### config.mk
export PLATFORM = sky130hd
export DESIGN_NAME = cdx_cable_diag_regs
export DESIGN_NICKNAME = d
export VERILOG_FILES = /design/src/logic/cdx_pkg.sv /design/src/logic/cdx_echo_engine.sv /design/src/logic/cdx_an_bypass.sv /design/src/logic/cdx_cable_diag_regs.sv
export SDC_FILE = /design/constraint.sdc
export NUM_CORES = 1
export LEC_CHECK = 0
export ABC_CLOCK_PERIOD_IN_PS = 2200
export BUFFER_PORTS_ARGS = -buffer_cell sky130_fd_sc_hd__buf_4
export CAP_MARGIN = 20
export CORE_ASPECT_RATIO = 1.75
export CORE_MARGIN = 10
export CORE_UTILIZATION = 45
export DETAILED_ROUTE_END_ITERATION = 10
export PLACE_DENSITY = 0.68
export SLEW_MARGIN = 20
export SYNTH_ARGS = -nofsm -noshare
export SYNTH_HDL_FRONTEND = slang
export SYNTH_SLANG_ARGS = --single-unit
### constraint.sdc
create_clock -name clock_i -period 2.2 [get_ports clock_i]
set_input_delay 0.11 -clock clock_i [delete_from_list [all_inputs] [get_ports clock_i]]
set_output_delay 0.11 -clock clock_i [all_outputs]
set_load 0.1 [all_outputs]
### src/logic/cdx_pkg.sv
package cdx_pkg;

  // ----------------------------------------------------------------
  // Clock and timing
  // ----------------------------------------------------------------
  localparam int unsigned CLK_HZ = 20_000_000; // Core clock rate
  localparam int unsigned BYPASS_MS = 200; // Serial bypass wait, ms
  localparam int unsigned BYPASS_CYC = (CLK_HZ / 1000) * BYPASS_MS;
  localparam int unsigned ECHO_WAIT_US = 10; // Echo settle per pair, us
  localparam int unsigned ECHO_WAIT_CYC = (CLK_HZ / 1_000_000) * ECHO_WAIT_US;

  // ----------------------------------------------------------------
  // Register indices (byte address is four times the index)
  // ----------------------------------------------------------------
  localparam logic [7:0] IDX_SWRST = 8'h00; // Soft reset control
  localparam logic [7:0] IDX_PAIR = 8'h16; // diag_pair_select
  localparam logic [7:0] IDX_CTRL3 = 8'h1a; // extended_control_three
  localparam logic [7:0] IDX_STAT2 = 8'h1b; // extended_status_two
  localparam logic [7:0] IDX_DIAG = 8'h1c; // cable_diag_result
  localparam logic [7:0] IDX_IRQ_STAT = 8'h1d; // Sticky event status
  localparam logic [7:0] IDX_IRQ_MASK = 8'h1e; // Event mask

  // ----------------------------------------------------------------
  // Field positions
  // ----------------------------------------------------------------
  localparam int unsigned SWRST_BIT = 15;
  localparam int unsigned DIAG_EN_BIT = 15;
  localparam int unsigned BYP_EN_BIT = 12;
  localparam int unsigned BYP_ST_BIT = 11;

  // ----------------------------------------------------------------
  // Reset values
  // ----------------------------------------------------------------
  localparam logic [2:0] AMP_RST = 3'h2; // 0.60 V swing
  localparam logic [4:0] C3_NA_RST = 5'h01;
  localparam logic [2:0] S2_HI_RST = 3'h4;
  localparam logic S2_BYP_EN_RST = 1'b1;
  localparam logic [10:0] S2_NA_RST = 11'h008;

  // ----------------------------------------------------------------
  // Echo test result codes
  // ----------------------------------------------------------------
  localparam logic [1:0] ECHO_NONE = 2'h0; // No fault found
  localparam logic [1:0] ECHO_SHORT = 2'h1;
  localparam logic [1:0] ECHO_OPEN = 2'h2;
  localparam logic [1:0] ECHO_FAIL = 2'h3;

  // ----------------------------------------------------------------
  // Interrupt event bits
  // ----------------------------------------------------------------
  localparam int unsigned IRQ_W = 2;
  localparam int unsigned IRQ_ECHO_DONE = 0;
  localparam int unsigned IRQ_BYP_UP = 1;

  // State types
  typedef enum logic [2:0] {ECHO_IDLE, ECHO_LAUNCH, ECHO_WAIT, ECHO_STORE} cdx_echo_state_e;
  typedef enum logic [1:0] {SER_DOWN, SER_NEG, SER_UP} cdx_ser_state_e;

endpackage : cdx_pkg

### src/logic/cdx_echo_engine.sv
module cdx_echo_engine
  import cdx_pkg::*;
(
  // Clock and reset
  input wire logic clock_i,
  input wire logic arst_n_i,
  // Control
  input wire logic soft_clr_i,
  input wire logic start_i,
  input wire logic abort_i,
  input wire logic link_up_i,
  input wire logic [1:0] sel_i,
  // Analog front end
  input wire logic [1:0] fe_fault_i,
  input wire logic [4:0] fe_mag_i,
  input wire logic [7:0] fe_dist_i,
  output logic [1:0] fe_pair_o,
  output logic fe_launch_o,
  // Results
  output logic busy_o,
  output logic done_o,
  output logic [1:0] rd_fault_o,
  output logic [4:0] rd_mag_o,
  output logic [7:0] rd_dist_o
);

  cdx_echo_state_e state_r; // Sequencer state
  logic [7:0] wait_r; // Settle counter
  logic [1:0] fault_r [4]; // Per-pair result code
  logic [4:0] mag_r [4]; // Per-pair echo magnitude
  logic [7:0] dist_r [4]; // Per-pair distance
  logic last_pair;
  logic [1:0] cap_fault;

  assign last_pair = (fe_pair_o == 2'h3);
  // Link rising mid-test spoils the measurement
  assign cap_fault = link_up_i ? ECHO_FAIL : fe_fault_i;
  // Result mux for the selected pair
  assign rd_fault_o = fault_r[sel_i];
  assign rd_mag_o = mag_r[sel_i];
  assign rd_dist_o = dist_r[sel_i];
  assign busy_o = (state_r != ECHO_IDLE);

  // Sequencer: launch, settle and capture pairs 0 to 3 in turn; copper link up ends the pass after the current pair
  always_ff @(posedge clock_i or negedge arst_n_i) begin
    if (!arst_n_i) begin
      state_r <= ECHO_IDLE;
      wait_r <= 8'h00;
      fe_pair_o <= 2'h0;
      fe_launch_o <= 1'b0;
      done_o <= 1'b0;
      for (int i = 0; i < 4; i++) begin
        fault_r[i] <= ECHO_NONE;
        mag_r[i] <= 5'h00;
        dist_r[i] <= 8'h00;
      end
    end else begin
      fe_launch_o <= 1'b0;
      done_o <= 1'b0;
      if (soft_clr_i || abort_i) begin
        state_r <= ECHO_IDLE;
        if (soft_clr_i) begin
          for (int i = 0; i < 4; i++) begin
            fault_r[i] <= ECHO_NONE;
            mag_r[i] <= 5'h00;
            dist_r[i] <= 8'h00;
          end
        end
      end else begin
        case (state_r)
          ECHO_IDLE: begin
            // Start only while copper link is down
            if (start_i && !link_up_i) begin
              fe_pair_o <= 2'h0;
              state_r <= ECHO_LAUNCH;
            end
          end
          ECHO_LAUNCH: begin
            fe_launch_o <= 1'b1;
            wait_r <= 8'(ECHO_WAIT_CYC - 1);
            state_r <= ECHO_WAIT;
          end
          ECHO_WAIT: begin
            if (wait_r == 8'h00) begin
              state_r <= ECHO_STORE;
            end else begin
              wait_r <= wait_r - 8'h01;
            end
          end
          ECHO_STORE: begin
            fault_r[fe_pair_o] <= cap_fault;
            mag_r[fe_pair_o] <= fe_mag_i;
            // Distance zero when nothing was found
            dist_r[fe_pair_o] <= (cap_fault == ECHO_NONE) ? 8'h00 : fe_dist_i;
            if (last_pair || link_up_i) begin
              done_o <= 1'b1;
              state_r <= ECHO_IDLE;
            end else begin
              fe_pair_o <= fe_pair_o + 2'h1;
              state_r <= ECHO_LAUNCH;
            end
          end
          default: state_r <= ECHO_IDLE;
        endcase
      end
    end
  end

endmodule : cdx_echo_engine

### src/logic/cdx_an_bypass.sv
module cdx_an_bypass
  import cdx_pkg::*;
#(
  parameter int unsigned TIMER_CYC = BYPASS_CYC
) (
  // Clock and reset
  input wire logic clock_i,
  input wire logic arst_n_i,
  // Control
  input wire logic soft_clr_i,
  input wire logic bypass_en_i,
  input wire logic sig_ok_i,
  input wire logic an_done_i,
  // Status
  output logic link_up_o,
  output logic bypass_st_o,
  output logic up_evt_o
);

  localparam int unsigned CW = $clog2(TIMER_CYC + 1);

  cdx_ser_state_e state_r; // Serial link state
  logic [CW-1:0] cnt_r; // Negotiation timer
  logic expired;

  assign expired = (cnt_r == CW'(TIMER_CYC - 1));

  // Serial link bring-up with optional negotiation bypass
  always_ff @(posedge clock_i or negedge arst_n_i) begin
    if (!arst_n_i) begin
      state_r <= SER_DOWN;
      cnt_r <= '0;
      link_up_o <= 1'b0;
      bypass_st_o <= 1'b0;
      up_evt_o <= 1'b0;
    end else begin
      up_evt_o <= 1'b0;
      if (soft_clr_i) begin
        // Status is kept, link restarts
        state_r <= SER_DOWN;
        link_up_o <= 1'b0;
      end else begin
        case (state_r)
          SER_DOWN: begin
            cnt_r <= '0;
            if (sig_ok_i) begin
              state_r <= SER_NEG;
            end
          end
          SER_NEG: begin
            if (!sig_ok_i) begin
              state_r <= SER_DOWN;
            end else if (an_done_i) begin
              state_r <= SER_UP;
              link_up_o <= 1'b1;
              up_evt_o <= 1'b1;
              bypass_st_o <= 1'b0;
            end else if (bypass_en_i && expired) begin
              state_r <= SER_UP;
              link_up_o <= 1'b1;
              up_evt_o <= 1'b1;
              bypass_st_o <= 1'b1;
            end else if (!expired) begin
              cnt_r <= cnt_r + CW'(1);
            end
          end
          SER_UP: begin
            if (!sig_ok_i) begin
              state_r <= SER_DOWN;
              link_up_o <= 1'b0;
            end
          end
          default: state_r <= SER_DOWN;
        endcase
      end
    end
  end

endmodule : cdx_an_bypass

### src/logic/cdx_cable_diag_regs.sv
// Overview of operation
// - Enable bit starts test, link down only
// - Test runs despite partner negotiation pulses
// - Result code: fail, open, short, none
// - Five-bit echo magnitude, reset zero
// - Eight-bit distance field, scaled offset metres
// - No fault found gives zero distance
// - Amplitude field, 010 at reset, kept
// - Bypass enable brings link after 200 ms
// - Bypass status shows timer-driven link up
module cdx_cable_diag_regs
  import cdx_pkg::*;
#(
  parameter int unsigned BYPASS_TIMER_CYC = BYPASS_CYC
) (
  // Clock and reset
  input wire logic clock_i,
  input wire logic arst_n_i,
  // APB slave
  input wire logic [9:0] paddr_i,
  input wire logic psel_i,
  input wire logic penable_i,
  input wire logic pwrite_i,
  input wire logic [31:0] pwdata_i,
  output logic [31:0] prdata_o,
  output logic pready_o,
  output logic pslverr_o,
  // Copper side and echo front end
  input wire logic copper_link_up_i,
  input wire logic [1:0] fe_fault_i,
  input wire logic [4:0] fe_mag_i,
  input wire logic [7:0] fe_dist_i,
  output logic [1:0] fe_pair_o,
  output logic fe_launch_o,
  // Serial side
  input wire logic serdes_sig_ok_i,
  input wire logic serdes_an_done_i,
  output logic serial_link_up_o,
  output logic [2:0] rx_amp_o,
  // Interrupt
  output logic irq_o
);

  // ----------------------------------------------------------------
  // Pin synchronisers
  // ----------------------------------------------------------------
  localparam int unsigned SYNC_W = 18;

  logic [SYNC_W-1:0] sync_a_r; // First stage, read only by second
  logic [SYNC_W-1:0] sync_b_r; // Second stage, safe to use
  logic link_s;
  logic [1:0] fault_s;
  logic [4:0] mag_s;
  logic [7:0] dist_s;
  logic sig_ok_s;
  logic an_done_s;

  // Two flops on every pin; front-end data is sampled only after settle
  always_ff @(posedge clock_i or negedge arst_n_i) begin
    if (!arst_n_i) begin
      sync_a_r <= '0;
      sync_b_r <= '0;
    end else begin
      sync_a_r <= {copper_link_up_i, fe_fault_i, fe_mag_i, fe_dist_i,
                   serdes_sig_ok_i, serdes_an_done_i};
      sync_b_r <= sync_a_r;
    end
  end

  assign {link_s, fault_s, mag_s, dist_s, sig_ok_s, an_done_s} = sync_b_r;

  // ----------------------------------------------------------------
  // APB decode
  // ----------------------------------------------------------------
  logic [7:0] idx; // Word index
  logic aligned; // Low address bits zero
  logic setup_ph; // First cycle of a transfer
  logic wr_acc; // Write takes effect now
  logic rd_acc; // Read completes now
  logic hit_swrst;
  logic hit_pair;
  logic hit_ctrl3;
  logic hit_stat2;
  logic hit_diag;
  logic hit_istat;
  logic hit_imask;
  logic hit_any;

  assign idx = paddr_i[9:2];
  assign aligned = (paddr_i[1:0] == 2'h0);
  assign setup_ph = psel_i && !penable_i;
  assign wr_acc = psel_i && penable_i && pwrite_i && pready_o;
  assign rd_acc = psel_i && penable_i && !pwrite_i && pready_o;
  assign hit_swrst = aligned && (idx == IDX_SWRST);
  assign hit_pair = aligned && (idx == IDX_PAIR);
  assign hit_ctrl3 = aligned && (idx == IDX_CTRL3);
  assign hit_stat2 = aligned && (idx == IDX_STAT2);
  assign hit_diag = aligned && (idx == IDX_DIAG);
  assign hit_istat = aligned && (idx == IDX_IRQ_STAT);
  assign hit_imask = aligned && (idx == IDX_IRQ_MASK);
  assign hit_any = hit_swrst || hit_pair || hit_ctrl3 || hit_stat2 ||
                   hit_diag || hit_istat || hit_imask;

  // ----------------------------------------------------------------
  // Register storage
  // ----------------------------------------------------------------
  logic [1:0] pair_sel_r; // Selected twisted pair
  logic [4:0] c3_na_r; // Preserved field, written copy
  logic [4:0] c3_na_act_r; // Preserved field, applied copy
  logic [2:0] amp_r; // Receive output swing
  logic byp_en_r; // Bypass enable, written copy
  logic byp_en_act_r; // Bypass enable, applied copy
  logic [10:0] s2_na_r; // Preserved field, written copy
  logic [10:0] s2_na_act_r; // Preserved field, applied copy
  logic diag_en_r; // Echo test enable
  logic start_pend_r; // Start waiting for link down
  logic soft_rst_r; // One-cycle software reset pulse
  logic [IRQ_W-1:0] irq_stat_r; // Sticky events
  logic [IRQ_W-1:0] irq_mask_r; // Event enables

  // Engine and bypass status
  logic eng_busy;
  logic eng_done;
  logic [1:0] rd_fault;
  logic [4:0] rd_mag;
  logic [7:0] rd_dist;
  logic byp_st;
  logic ser_up_evt;
  logic eng_start;
  logic eng_abort;
  logic [IRQ_W-1:0] irq_evt;

  // Software reset strobe from bit 15 of the control word
  always_ff @(posedge clock_i or negedge arst_n_i) begin
    if (!arst_n_i) begin
      soft_rst_r <= 1'b0;
    end else begin
      soft_rst_r <= wr_acc && hit_swrst && pwdata_i[SWRST_BIT];
    end
  end

  // Pair select; upper bits are not stored at all
  always_ff @(posedge clock_i or negedge arst_n_i) begin
    if (!arst_n_i) begin
      pair_sel_r <= 2'h0;
    end else if (wr_acc && hit_pair) begin
      pair_sel_r <= pwdata_i[1:0];
    end
  end

  // Control three: amplitude applies at once and survives soft reset
  always_ff @(posedge clock_i or negedge arst_n_i) begin
    if (!arst_n_i) begin
      amp_r <= AMP_RST;
      c3_na_r <= C3_NA_RST;
      c3_na_act_r <= C3_NA_RST;
    end else begin
      if (wr_acc && hit_ctrl3) begin
        amp_r <= pwdata_i[2:0];
        c3_na_r <= pwdata_i[7:3];
      end
      if (soft_rst_r) begin
        c3_na_act_r <= c3_na_r;
      end
    end
  end

  // Status two: written values take effect only on software reset
  always_ff @(posedge clock_i or negedge arst_n_i) begin
    if (!arst_n_i) begin
      byp_en_r <= S2_BYP_EN_RST;
      byp_en_act_r <= S2_BYP_EN_RST;
      s2_na_r <= S2_NA_RST;
      s2_na_act_r <= S2_NA_RST;
    end else begin
      if (wr_acc && hit_stat2) begin
        byp_en_r <= pwdata_i[BYP_EN_BIT];
        s2_na_r <= pwdata_i[10:0];
      end
      if (soft_rst_r) begin
        byp_en_act_r <= byp_en_r;
        s2_na_act_r <= s2_na_r;
      end
    end
  end

  // ----------------------------------------------------------------
  // Echo test control
  // ----------------------------------------------------------------
  // A write of one starts a pass; a pass waits while the copper link is up
  // and never looks at what the partner sends, so negotiation pulses or
  // idle link pulses do not hold it off.
  always_ff @(posedge clock_i or negedge arst_n_i) begin
    if (!arst_n_i) begin
      diag_en_r <= 1'b0;
      start_pend_r <= 1'b0;
    end else if (soft_rst_r) begin
      diag_en_r <= 1'b0;
      start_pend_r <= 1'b0;
    end else if (wr_acc && hit_diag) begin
      diag_en_r <= pwdata_i[DIAG_EN_BIT];
      start_pend_r <= pwdata_i[DIAG_EN_BIT];
    end else if (eng_start) begin
      start_pend_r <= 1'b0;
    end
  end

  assign eng_start = start_pend_r && diag_en_r && !eng_busy && !link_s;
  assign eng_abort = !diag_en_r && eng_busy;

  cdx_echo_engine u_echo (
    .clock_i(clock_i),
    .arst_n_i(arst_n_i),
    .soft_clr_i(soft_rst_r),
    .start_i(eng_start),
    .abort_i(eng_abort),
    .link_up_i(link_s),
    .sel_i(pair_sel_r),
    .fe_fault_i(fault_s),
    .fe_mag_i(mag_s),
    .fe_dist_i(dist_s),
    .fe_pair_o(fe_pair_o),
    .fe_launch_o(fe_launch_o),
    .busy_o(eng_busy),
    .done_o(eng_done),
    .rd_fault_o(rd_fault),
    .rd_mag_o(rd_mag),
    .rd_dist_o(rd_dist)
  );

  // ----------------------------------------------------------------
  // Serial side bring-up
  // ----------------------------------------------------------------
  cdx_an_bypass #(
    .TIMER_CYC(BYPASS_TIMER_CYC)
  ) u_bypass (
    .clock_i(clock_i),
    .arst_n_i(arst_n_i),
    .soft_clr_i(soft_rst_r),
    .bypass_en_i(byp_en_act_r),
    .sig_ok_i(sig_ok_s),
    .an_done_i(an_done_s),
    .link_up_o(serial_link_up_o),
    .bypass_st_o(byp_st),
    .up_evt_o(ser_up_evt)
  );

  // ----------------------------------------------------------------
  // Interrupts
  // ----------------------------------------------------------------
  assign irq_evt = {ser_up_evt, eng_done};

  // Sticky status, cleared by reading it; a new event in the same cycle wins
  always_ff @(posedge clock_i or negedge arst_n_i) begin
    if (!arst_n_i) begin
      irq_stat_r <= '0;
      irq_mask_r <= '0;
      irq_o <= 1'b0;
    end else begin
      if (rd_acc && hit_istat) begin
        irq_stat_r <= irq_evt;
      end else begin
        irq_stat_r <= irq_stat_r | irq_evt;
      end
      if (wr_acc && hit_imask) begin
        irq_mask_r <= pwdata_i[IRQ_W-1:0];
      end
      irq_o <= |(irq_stat_r & irq_mask_r);
    end
  end

  // ----------------------------------------------------------------
  // Read data
  // ----------------------------------------------------------------
  logic [15:0] rd_pair;
  logic [15:0] rd_ctrl3;
  logic [15:0] rd_stat2;
  logic [15:0] rd_diag;
  logic [15:0] rd_word;

  // Reserved bits read as zero
  assign rd_pair = {14'h0000, pair_sel_r};
  assign rd_ctrl3 = {8'h00, c3_na_r, amp_r};
  assign rd_stat2 = {S2_HI_RST, byp_en_r, byp_st, s2_na_r};
  assign rd_diag = {diag_en_r, rd_fault, rd_mag, rd_dist};
  assign rd_word = hit_pair ? rd_pair :
                   hit_ctrl3 ? rd_ctrl3 :
                   hit_stat2 ? rd_stat2 :
                   hit_diag ? rd_diag :
                   hit_istat ? {14'h0000, irq_stat_r} :
                   hit_imask ? {14'h0000, irq_mask_r} :
                   16'h0000;

  // Zero-wait slave: data and error latched in the setup cycle
  always_ff @(posedge clock_i or negedge arst_n_i) begin
    if (!arst_n_i) begin
      prdata_o <= 32'h0000_0000;
      pready_o <= 1'b0;
      pslverr_o <= 1'b0;
    end else begin
      pready_o <= 1'b1;
      if (setup_ph) begin
        prdata_o <= pwrite_i ? 32'h0000_0000 : {16'h0000, rd_word};
        pslverr_o <= !hit_any;
      end
    end
  end

  // Amplitude code straight from its register
  assign rx_amp_o = amp_r;

endmodule : cdx_cable_diag_regs

==> flow_metrics.py <==
metrics = {
    "drt": {
        "drtIter0Drc": 347,
        "first_pass_iters": 4,
        "drc": 0,
        "ant_nets": 0,
        "wl_per_cell_um": 17.5,
        "vias": 6052,
        "wl_um": 19500,
        "via_per_inst": 5.43,
    },
    "clock_tree": {
        "cts_htree_levels": 4,
        "clk_latency_ps": 440,
        "clk_pin_slew_worst_paths_ps": 80,
        "clockBufferDepth": 2,
        "clock-root-buffer": "clkbuf_16",
        "cts_resized": 0,
        "cts.sinks": 186,
        "cts_tree": "yes",
        "postCtsSetupBuffers": 0,
        "numCtsBuffers": 17,
    },
    "timing": {
        "rsz0062_at_grt": "no",
        "min_period_over_period": 0.910,
        "setup_tns_ps": 0,
        "relSlewSlack": 0.645,
        "setup_ws_ps": 198,
        "fin_skew_ps": 10.5,
        "setup_violations": 0,
        "hold_viol": 0,
        "fmax_mhz": 500,
        "hold_ws_ps": 59.5,
        "worstMarginPinSlew_ps": 532,
        "report.final.slew_viol_count": 0,
        "finalCriticalPeriod_ps": 2000,
    },
    "layout": {
        "fill_cells": 1559,
        "layout_common_cells": "dfrtp_1 (181), nand2_1 (108), buf_4 (99)",
        "stdcell_count": 1115,
        "layout-drive-gt1-share": 0.217,
        "final_nets": 944,
        "final_common_cell": "dfrtp_1",
        "areaGrowthSynthToFinish_pct": 22.5,
        "postLayoutCoreUtil": 0.559,
        "antenna_cells": 0,
    },
    "synthesis": {
        "netlist_area_mm2": 0.00820,
        "synth_warnings": 0,
        "syn_avg_cell_area_um2": 11.1,
        "yosysSeqAreaShare": 0.568,
        "async_reset_ff_frac": 1.00,
        "synth_edf_count": 0,
        "synth_ff_type": "dfrtp_1",
        "ys_types": 62,
        "syn_inst": 737,
        "ys_ff_latch": 186,
    },
    "floorplanning": {
        "num_rows": 65,
        "start_util": 0.456,
        "die_y_um": 199,
        "die_w_um": 122,
        "core_mm2": 0.0180,
        "die-area_mm2": 0.0242,
        "ios": 107,
    },
    "worst_setup_path": {
        "startpoint_type": "register",
        "crit_fanout": 15,
        "required_ps": 2520,
        "worst_setup_path_end_kind": "register",
        "critical_path_class": "reg -> reg",
        "worst_ep_arrival_time_ps": 2320,
    },
    "status": {
        "outcome": "finished, final reports clean",
    },
    "placement": {
        "dpl.cell_count": 1048,
        "dp_slack_ps": 125,
        "dp.final_hpwl_um": 14100,
        "place_congestion": 0.895,
        "io_buffers": 71,
    },
    "global_route": {
        "grt_pass1_vias": 6425,
        "grt_pass1_wl_um": 32800,
        "grt_max_degree": 63,
        "gr-total-overflow": 0,
        "antenna_found_initial": 0,
        "grt_usage": 0.169,
    },
    "pwr": {
        "power_density_mw_per_mm2": 804,
        "ir_drop_v": 0.000461,
        "p_leak_nw": 4.56,
    },
    "min_path": {
        "holdCritPathClass": "in -> reg",
    },
    "job": {
        "maxCapViolations": 0,
    },
}
==> routing by layer <==
layer / part of all wire / track usage
met1: 0.39 / 0.188
met2: 0.54 / 0.300
met3: 0.046 / 0.0358
met4: 0.025 / 0.0771
met5: 0 / 0
==> kinds of logic after synthesis <==
group | synth area share
and+or+nand+nor | 0.150
DFF | 0.568
AOI/OAI and AO/OA | 0.128
buffers and inverters | 0.0372
muxes | 0.0776
xor gates and xnor gates | 0.0214
adders and majority gates | 0.0168
other | 0.000915
==> path summary, 6_finish.rpt <==
check / startpoint / endpoint / slack, ps / cells past startpoint
worst max-delay path: u_echo.state_r[0] / u_echo.mag_r[3] / 200 / 7
worst min-delay path: paddr_i[0] / prdata_o[0] / 60 / 4
worst max register to register: u_echo.state_r[0] / u_echo.mag_r[3] / 200 / 7
worst min register to register: sync_a_r[14] / sync_b_r[14] / 350 / 0
max in group asynchronous: arst_n_i / c3_na_r[0] / 1300 / 3
min in group asynchronous: arst_n_i / u_echo.mag_r[11] / 170 / 2
==> what timing repair did <==
item / in CTS / in global routing
hold buffers: 35 / 0
setup endpoints to repair: 0 / 6
hold endpoints to repair: 83 / 0
==> worst max-delay path: stages (launching register included) <==
cell	delay, ps
dfrtp_1	430
inv_1	100
ha_1	220
o21ba_2	250
and2_1	290
o22ai_1	120
buf_4	220
a22o_1	250
==> final cells by class <==
class / instances / area, µm² / share of cell area
clock inverters: 15 / 154 / 0.0153
inverters: 21 / 78.8 / 0.00784
well taps: 234 / 293 / 0.0291
flip-flops and latches: 186 / 4660 / 0.464
repair buffers: 137 / 1140 / 0.114
clock buffers: 17 / 425 / 0.0423
multi-input cells: 505 / 3290 / 0.328
==> state kept, by name, summed over array words and instances, names as in the netlist, 2 cells and up <==
| signal | cells |
|---|---|
| u_echo.dist_r | 32 |
| c3_na_r | 5 |
| irq_stat_r | 2 |
| u_bypass.cnt_r | 22 |
| u_echo.fe_pair_o | 2 |
| u_echo.state_r | 2 |
| irq_mask_r | 2 |
| rx_amp_o | 3 |
| u_echo.mag_r | 20 |
| prdata_o | 16 |
| u_echo.fault_r | 8 |
| sync_a_r | 18 |
| pair_sel_r | 2 |
| u_bypass.state_r | 2 |
| u_echo.wait_r | 8 |
| s2_na_r | 11 |
| sync_b_r | 18 |
==> where the power goes <==
| part | internal [mW] | switching [mW] |
|---|---|---|
| sequential | 3.62 | 0.153 |
| clock | 1.61 | 1.44 |
| combinational | 0.449 | 0.805 |
==> synthesized netlist by cell type (14+ instances only) <==
cell type / count / area (µm²)
dfrtp_1: 181 / 4530
nand2_1: 108 / 405
o21ai_0: 69 / 345
nor2_1: 49 / 184
mux2_2: 25 / 282
nand3_1: 23 / 115
a22o_1: 21 / 184
inv_1: 20 / 75.1
xor2_1: 19 / 166
a21oi_1: 18 / 90.1
buf_4: 17 / 128
and3_1: 14 / 87.6
mux4_2: 14 / 315
==> metrics by stage <==
| step | total power, mW | instance area [µm²] |
|---|---|---|
| after floorplan | 4.63 | 8260 |
| after global placement | 5.03 | 9120 |
| after detailed placement | 5.05 | 9120 |
| after CTS | 8.13 | 10100 |
| after global routing | 8.43 | 10100 |
| final | 8.08 | 10100 |
Power figures use the tool's default switching activity.
